<file path="src/design/asrc_pkg.sv">
package asrc_pkg;
  localparam int ADDR_W = 16;
  localparam int DATA_W = 8;
  localparam int WORDS  = 65536;
  // phase lengths in ns, rounded up to clock cycles (10 ns each)
  localparam int CLK_NS      = 10;
  localparam int T_SETUP_NS  = 10;
  localparam int T_PULSE_NS  = 20;
  localparam int T_READ_NS   = 40;
  localparam int T_HOLD_NS   = 10;
  localparam int SETUP_CYC   = (T_SETUP_NS + CLK_NS - 1) / CLK_NS;
  localparam int PULSE_CYC   = (T_PULSE_NS + CLK_NS - 1) / CLK_NS;
  localparam int READ_CYC    = (T_READ_NS + CLK_NS - 1) / CLK_NS;
  localparam int HOLD_CYC    = (T_HOLD_NS + CLK_NS - 1) / CLK_NS;
  localparam int CNT_W       = 4;

  typedef struct packed {
    logic              write;
    logic [ADDR_W-1:0] addr;
    logic [DATA_W-1:0] wdata;
  } asrc_req_t;

  typedef struct packed {
    logic              chip_select_low_n;
    logic              chip_select_high;
    logic              output_gate_n;
    logic              write_strobe_n;
    logic [ADDR_W-1:0] addr;
  } asrc_pins_t;
endpackage

</file>
<file path="src/design/asrc_ctrl.sv">
`timescale 1ns/1ps
module asrc_ctrl
  import asrc_pkg::*;
#(
  parameter int SETUP_N = SETUP_CYC,  // cycles selected before the write strobe
  parameter int PULSE_N = PULSE_CYC,  // write strobe width in cycles
  parameter int READ_N  = READ_CYC,   // cycles selected for a read
  parameter int HOLD_N  = HOLD_CYC    // cycles held after the strobe rises
)(
  input  wire logic              clk,           // 100 MHz clock
  input  wire logic              resetn,        // async reset, active low
  input  wire logic              req_valid,     // request present
  input  wire asrc_req_t         req,           // request
  output logic                   req_ready,     // idle, request accepted
  output logic                   rsp_valid,     // read data pulse
  output logic      [DATA_W-1:0] rsp_data,      // read data
  output asrc_pins_t             pins,          // memory control and address
  output logic      [DATA_W-1:0] data_pins_o,   // data out
  output logic                   data_pins_oe,  // data drive enable
  input  wire logic [DATA_W-1:0] data_pins_i    // data in
);
  // =======================================================
  // parameter checks
  if (SETUP_N < 1)
  begin
    $error("asrc_ctrl: SETUP_N must be at least 1");
  end
  if (PULSE_N < 1)
  begin
    $error("asrc_ctrl: PULSE_N must be at least 1");
  end
  if (HOLD_N < 1)
  begin
    $error("asrc_ctrl: HOLD_N must be at least 1");
  end
  // two cycles are lost in the input synchroniser
  if (READ_N < 3)
  begin
    $error("asrc_ctrl: READ_N must be at least 3");
  end
  if (SETUP_N > (1 << CNT_W) || PULSE_N > (1 << CNT_W) ||
      READ_N > (1 << CNT_W) || HOLD_N > (1 << CNT_W))
  begin
    $error("asrc_ctrl: phase count does not fit the counter");
  end

  typedef enum logic [2:0] {ST_IDLE, ST_RD, ST_WSET, ST_WPULSE, ST_WHOLD} asrc_state_t;

  // =======================================================
  // data input synchroniser
  logic [DATA_W-1:0] din_s;
  asrc_sync #(.W(DATA_W)) u_sync (
    .clk    (clk),
    .resetn (resetn),
    .d      (data_pins_i),
    .q      (din_s)
  );

  // =======================================================
  // state
  asrc_state_t        state_r, state_nxt;
  logic [CNT_W-1:0]   cnt_r, cnt_nxt;
  asrc_pins_t         pins_nxt;
  logic [DATA_W-1:0]  dout_nxt;
  logic               oe_nxt, rdy_nxt, rv_nxt;
  logic [DATA_W-1:0]  rdat_nxt;
  wire                take    = req_ready && req_valid;
  wire                cnt_end = (cnt_r == '0);
  wire [CNT_W-1:0]    cnt_dec = cnt_r - CNT_W'(1);

  // =======================================================
  // counter loads for each phase
  wire [CNT_W-1:0]    setup_load = CNT_W'(SETUP_N - 1);
  wire [CNT_W-1:0]    pulse_load = CNT_W'(PULSE_N - 1);
  wire [CNT_W-1:0]    read_load  = CNT_W'(READ_N - 1);
  wire [CNT_W-1:0]    hold_load  = CNT_W'(HOLD_N - 1);

  function automatic asrc_pins_t idle_pins(input logic [ADDR_W-1:0] a);
    idle_pins = '{chip_select_low_n: 1'b1, chip_select_high: 1'b0,
                  output_gate_n: 1'b1, write_strobe_n: 1'b1, addr: a};
  endfunction

  // =======================================================
  // next state
  always_comb
  begin
    state_nxt = state_r;
    cnt_nxt   = cnt_end ? cnt_r : cnt_dec;
    pins_nxt  = pins;
    dout_nxt  = data_pins_o;
    oe_nxt    = data_pins_oe;
    rdy_nxt   = req_ready;
    rv_nxt    = 1'b0;
    rdat_nxt  = rsp_data;
    unique case (state_r)
      ST_IDLE:
      begin
        if (take)
        begin
          // address loaded on the same edge that both selects go active
          pins_nxt = idle_pins(req.addr);
          rdy_nxt  = 1'b0;
          dout_nxt = req.wdata;
          if (req.write)
          begin
            // select without gate, so device outputs stay off before drive
            pins_nxt.chip_select_low_n = 1'b0;
            pins_nxt.chip_select_high  = 1'b1;
            cnt_nxt   = setup_load;
            state_nxt = ST_WSET;
          end
          else
          begin
            pins_nxt.chip_select_low_n = 1'b0;
            pins_nxt.chip_select_high  = 1'b1;
            pins_nxt.output_gate_n     = 1'b0;
            cnt_nxt   = read_load;
            state_nxt = ST_RD;
          end
        end
      end
      ST_RD:
      begin
        if (cnt_end)
        begin
          // sampled data is two cycles late through the synchroniser
          rdat_nxt  = din_s;
          rv_nxt    = 1'b1;
          pins_nxt  = idle_pins(pins.addr);
          rdy_nxt   = 1'b1;
          state_nxt = ST_IDLE;
        end
      end
      ST_WSET:
      begin
        if (cnt_end)
        begin
          // strobe low with both selects active starts the write
          pins_nxt.write_strobe_n = 1'b0;
          oe_nxt    = 1'b1;
          cnt_nxt   = pulse_load;
          state_nxt = ST_WPULSE;
        end
      end
      ST_WPULSE:
      begin
        if (cnt_end)
        begin
          // strobe rise stores the byte; data and address held past it
          pins_nxt.write_strobe_n = 1'b1;
          cnt_nxt   = hold_load;
          state_nxt = ST_WHOLD;
        end
      end
      ST_WHOLD:
      begin
        if (cnt_end)
        begin
          oe_nxt    = 1'b0;
          // gate kept high so the device does not drive back
          pins_nxt  = idle_pins(pins.addr);
          rdy_nxt   = 1'b1;
          state_nxt = ST_IDLE;
        end
      end
      default:
      begin
        state_nxt = ST_IDLE;
      end
    endcase
  end

  // =======================================================
  // registers
  always_ff @(posedge clk or negedge resetn)
    if (!resetn)
    begin
      state_r <= ST_IDLE;
      cnt_r   <= '0;
    end
    else
    begin
      state_r <= state_nxt;
      cnt_r   <= cnt_nxt;
    end

  always_ff @(posedge clk or negedge resetn)
    if (!resetn)
    begin
      pins         <= '{chip_select_low_n: 1'b1, chip_select_high: 1'b0,
                        output_gate_n: 1'b1, write_strobe_n: 1'b1, addr: '0};
      data_pins_o  <= '0;
      data_pins_oe <= 1'b0;
    end
    else
    begin
      pins         <= pins_nxt;
      data_pins_o  <= dout_nxt;
      data_pins_oe <= oe_nxt;
    end

  always_ff @(posedge clk or negedge resetn)
    if (!resetn)
    begin
      req_ready <= 1'b1;
      rsp_valid <= 1'b0;
      rsp_data  <= '0;
    end
    else
    begin
      req_ready <= rdy_nxt;
      rsp_valid <= rv_nxt;
      rsp_data  <= rdat_nxt;
    end
endmodule

</file>
<file path="src/design/asrc_sync.sv">
`timescale 1ns/1ps
module asrc_sync
  import asrc_pkg::*;
#(
  parameter int W = 8
)(
  input  wire logic         clk,     // clock
  input  wire logic         resetn,  // async reset
  input  wire logic [W-1:0] d,       // asynchronous input
  output logic      [W-1:0] q        // synchronised
);
  logic [W-1:0] s1_r;
  if (W < 1)
  begin
    $error("asrc_sync: W must be at least 1");
  end
  always_ff @(posedge clk or negedge resetn)
    if (!resetn)
    begin
      s1_r <= '0;
      q    <= '0;
    end
    else
    begin
      s1_r <= d;
      q    <= s1_r;
    end
endmodule

</file>
<file path="config.mk">
export PLATFORM = sky130hd
export DESIGN_NAME = asrc_ctrl
export DESIGN_NICKNAME = d
export VERILOG_FILES = /design/src/design/asrc_pkg.sv /design/src/design/asrc_ctrl.sv /design/src/design/asrc_sync.sv
export SDC_FILE = /design/constraint.sdc
export NUM_CORES = 1
export LEC_CHECK = 0
export ABC_CLOCK_PERIOD_IN_PS = 2300
export BUFFER_PORTS_ARGS = -buffer_cell sky130_fd_sc_hd__buf_2
export CORE_ASPECT_RATIO = 1.75
export CORE_MARGIN = 2
export CORE_UTILIZATION = 52
export CTS_BUF_LIST = sky130_fd_sc_hd__clkbuf_8
export CTS_CLUSTER_DIAMETER = 200
export DETAILED_ROUTE_END_ITERATION = 16
export PLACE_DENSITY_LB_ADDON = 0.05
export SYNTH_ARGS = -nofsm -noshare
export SYNTH_HDL_FRONTEND = slang
export SYNTH_SLANG_ARGS = --single-unit
</file>
<file path="constraint.sdc">
create_clock -name clk -period 2.3 [get_ports clk]
set_clock_uncertainty 0.2 [all_clocks]
set_input_delay 0.46 -clock clk [delete_from_list [all_inputs] [get_ports clk]]
set_output_delay 0.46 -clock clk [all_outputs]
set_load 0.02 [all_outputs]
</file>
==> implementation parameters <==
Parameter                              Value

Outcome
  Result of the run    complete, no violations

Yosys
  Sequential-to-total area share from yosys stat    0.646
  Dominant synthesized flop cell    sky130_fd_sc_hd__dfrtp_1
  Area share of the largest cell type after synthesis    0.613
  Dominant cell type by area after synthesis    sky130_fd_sc_hd__dfrtp_1
  Number of synthesized flops with an enable pin    0
  Count of mapped cells out of synthesis    160
  Most numerous cell in the Yosys netlist    sky130_fd_sc_hd__dfrtp_1
  Number of synthesis warnings    0
  Number of distinct library cells after synthesis    37
  Flip-flop and latch count after synthesis    61
  Net count after synthesis    199
  Avg Inst Size Synth    approximately 15 µm²
  Commonest cells in the netlist    sky130_fd_sc_hd__dfrtp_1 (58), sky130_fd_sc_hd__mux2_2 (33), sky130_fd_sc_hd__inv_1 (8)
  Async set-or-reset flop fraction in the synthesized netlist    1.00
  Cell area after technology mapping    around 2400 µm²
  Synth area leaders    sky130_fd_sc_hd__dfrtp_1 (61%), sky130_fd_sc_hd__mux2_2 (16%), sky130_fd_sc_hd__dfstp_2 (3.3%)

Clocking
  Total clock buffers created by CTS    9
  Clock edge transition at the registers on the reported setup and hold paths    approximately 70 ps
  Buffer depth of the longest clock path    2
  Clock tree sinks    61
  Clock tree from TritonCTS    built
  H-tree level count    3
  Clock Latency Late Sink    320 ps
  Post-CTS sizing    0
  Clock tree root driver cell    sky130_fd_sc_hd__clkbuf_8

Timing
  Actual transition at the worst max-transition pin    633 ps
  Smallest hold slack    roughly 41 ps
  Unrepaired setup endpoints after global routing    no
  Number of endpoints with negative hold slack in the final report    0
  Fmax    roughly 490 MHz
  Worst rel slew slack    0.578
  Count of final setup violators    0
  Setup TNS    0 ps
  Crit path time final    2050 ps
  Final worst path period share    0.893
  Max-slew violation total from the final report    0

Pwr
  Total leakage power    1.49 nW
  Internal power    roughly 2.8 mW
  Cell Pwr Density    1490 nW/µm²
  Worst IR drop on VDD    822 µV
  Proportion of power drawn by flip-flops and latches    0.393
  Combinational power share    0.400
  Sw frac    0.373
  Clock group share of total power    0.207
  Net switching power of the design    1.68 mW

Min path
  Hold Crit Class    in -> reg

Detailed routing
  Detailed Route Iter0 Violations    31
  Total detailed-routing wirelength    approximately 4.7 mm
  Via count of the routed design    1570
  Ratio of routed vias to standard cells    roughly 5.3
  Number of detailed-route iterations in the first pass    4
  Number of remaining DRC errors    0
  Wirelength per Cell    15.8 µm
  Antenna viol nets, final    0

GRT
  Maximum number of pins on one net before global-route repair    36
  Total Routing Usage GR    0.212
  Number of antenna violations at the first check in global routing    0
  Global-route wire length before repair    7.60 mm
  Sum of overflow across all layers after global routing    0
  Vias in the first global route    1642

Cells and area
  Net count of the finished layout    281
  Fillers    366
  Util after Layout    0.686
  Area grow syn2layout    27.7%
  Diode insertion count for antenna repair    0
  FF+latch area    1530 µm²
  Footprint of the multi-input gates    743 µm²
  Share of final-layout standard cells stronger than drive strength 1    0.559

Worst setup path
  Worst Path Required    2300 ps
  Flop-to-flop setup slack    250 ps
  Startpoint kind of the worst setup timing path    register
  Critical path endpoint category    register
  Crit path max fanout    9
  Worst-case reg-to-reg path depth    6
  Number of logic stages on the critical path including buffering    6
  Number of buffers and inverters on the critical path    2
  Destination of the critical timing path    rsp_data[6]
  Crit Path Category    reg -> reg
  Critical path's slowest cell    sky130_fd_sc_hd__dfrtp_1
  Maximum cell stage delay along the critical path    410 ps
  Capturing point of the worst reg2reg path    rsp_data[6]
  CP Data Arrival Time    2060 ps
  Launch instance of the worst register-to-register path    cnt_r[0]
  Cell type group with the largest total delay on the critical path    simple AND/OR/NAND/NOR gates
  CP cell instances    inv_1, ha_1, nor3b_4, buf_12, nand3_2, mux2_2
  Launch point of the critical path    cnt_r[0]

Floorplan
  Die area    slightly above 5000 µm²
  # rows    32
  Die Y    between 90 and 100 µm
  Die width    55.0 µm
  Initial Util    0.537
  Number of I/O pins    75
  Area inside the core boundary    4400 µm²

Place
  DPL Wire Length    3.31 mm
  # port buffers    74
  Final Wtd Congestion    0.836

Run
  Total of max-cap violations    0
-- how the worst min path moves through the flow --
stage,slack (ps),from,endpoint,depth (start not counted)
floorplan,-40,resetn,cnt_r[0],0
global placement,130,u_sync.s1_r[0],u_sync.q[0],0
detailed placement,140,u_sync.s1_r[0],u_sync.q[0],0
CTS,20,data_pins_i[1],u_sync.s1_r[1],1
global route,20,data_pins_i[5],u_sync.s1_r[5],1
finish,40,data_pins_i[1],u_sync.s1_r[1],1
-- cell families after synthesis --
group,after synthesis,synth area share
flip-flops,61,0.646
XOR/XNOR,1,0.00370
adder cells (fa/ha/maj),3,0.0159
AND/OR/NAND/NOR,24,0.0671
multiplexers,34,0.161
AO/OA/AOI/OAI,20,0.0624
buffers and inverters,17,0.0433
-- metrics by stage --
step	setup slack (ps)	power, mW	std cells	instance area [µm²]
finish	246	4.51	298	3020
global route	126	4.79	298	3020
CTS	166	4.53	297	3000
detailed placement	205	3.56	280	2790
global placement	323	3.47	280	2790
floorplan	431	3.00	160	2370
-- power by group through the flow --
stage	clock network (mW)	logic, mW	registers [mW]
floorplan	0	0.898	2.10
global placement	0	1.72	1.75
detailed placement	0	1.78	1.78
CTS	0.964	1.79	1.77
global route	1.02	1.95	1.82
finish	0.933	1.81	1.77
-- registers in the layout (all words and copies together), names as in the netlist --
signal,count
rsp_valid,1
cnt_r,4
data_pins_oe,1
rsp_data,8
data_pins_o,8
u_sync.q,8
state_r,3
pins,20
u_sync.s1_r,8
-- repair_timing --
item / CTS / global route
endpoints found under the setup margin: 0 / 2
hold endpoints to repair: 23 / 0
buffers inserted: 0 / 1
hold buffers: 1 / 0
-- area by class of cell --
cell class              count  area share
inverters                   9      0.0120
clock inverters             6      0.0211
flip-flops and latches     61       0.506
multi-input cells          82       0.246
well taps                  51      0.0211
repair buffers             79       0.148
clock buffers              10      0.0455
-- layer usage --
metal | routed length (µm) | global-route usage | share of wire | up-vias
met1 | 1680 | 0.233 | 0.35 | 762
met4 | 106 | 0.108 | 0.022 | 0
met3 | 294 | 0.0639 | 0.062 | 12
li1 | - | - | - | 724
met2 | 2640 | 0.353 | 0.56 | 72
met5 | 0 | 0 | 0 | -
-- placed cells by master (no fill, tap or decap), types with 3 or more instances in the layout --
cell type and n:
sky130_fd_sc_hd__ha_1 3, sky130_fd_sc_hd__clkbuf_8 10, sky130_fd_sc_hd__nand2_1 5, sky130_fd_sc_hd__a21oi_1 6, sky130_fd_sc_hd__nor2_1 6, sky130_fd_sc_hd__buf_12 3, sky130_fd_sc_hd__dfrtp_1 58, sky130_fd_sc_hd__buf_2 74
sky130_fd_sc_hd__dfstp_2 3, sky130_fd_sc_hd__inv_1 9, sky130_fd_sc_hd__mux2_2 33
No activity file was read; power rests on OpenSTA's default activity.
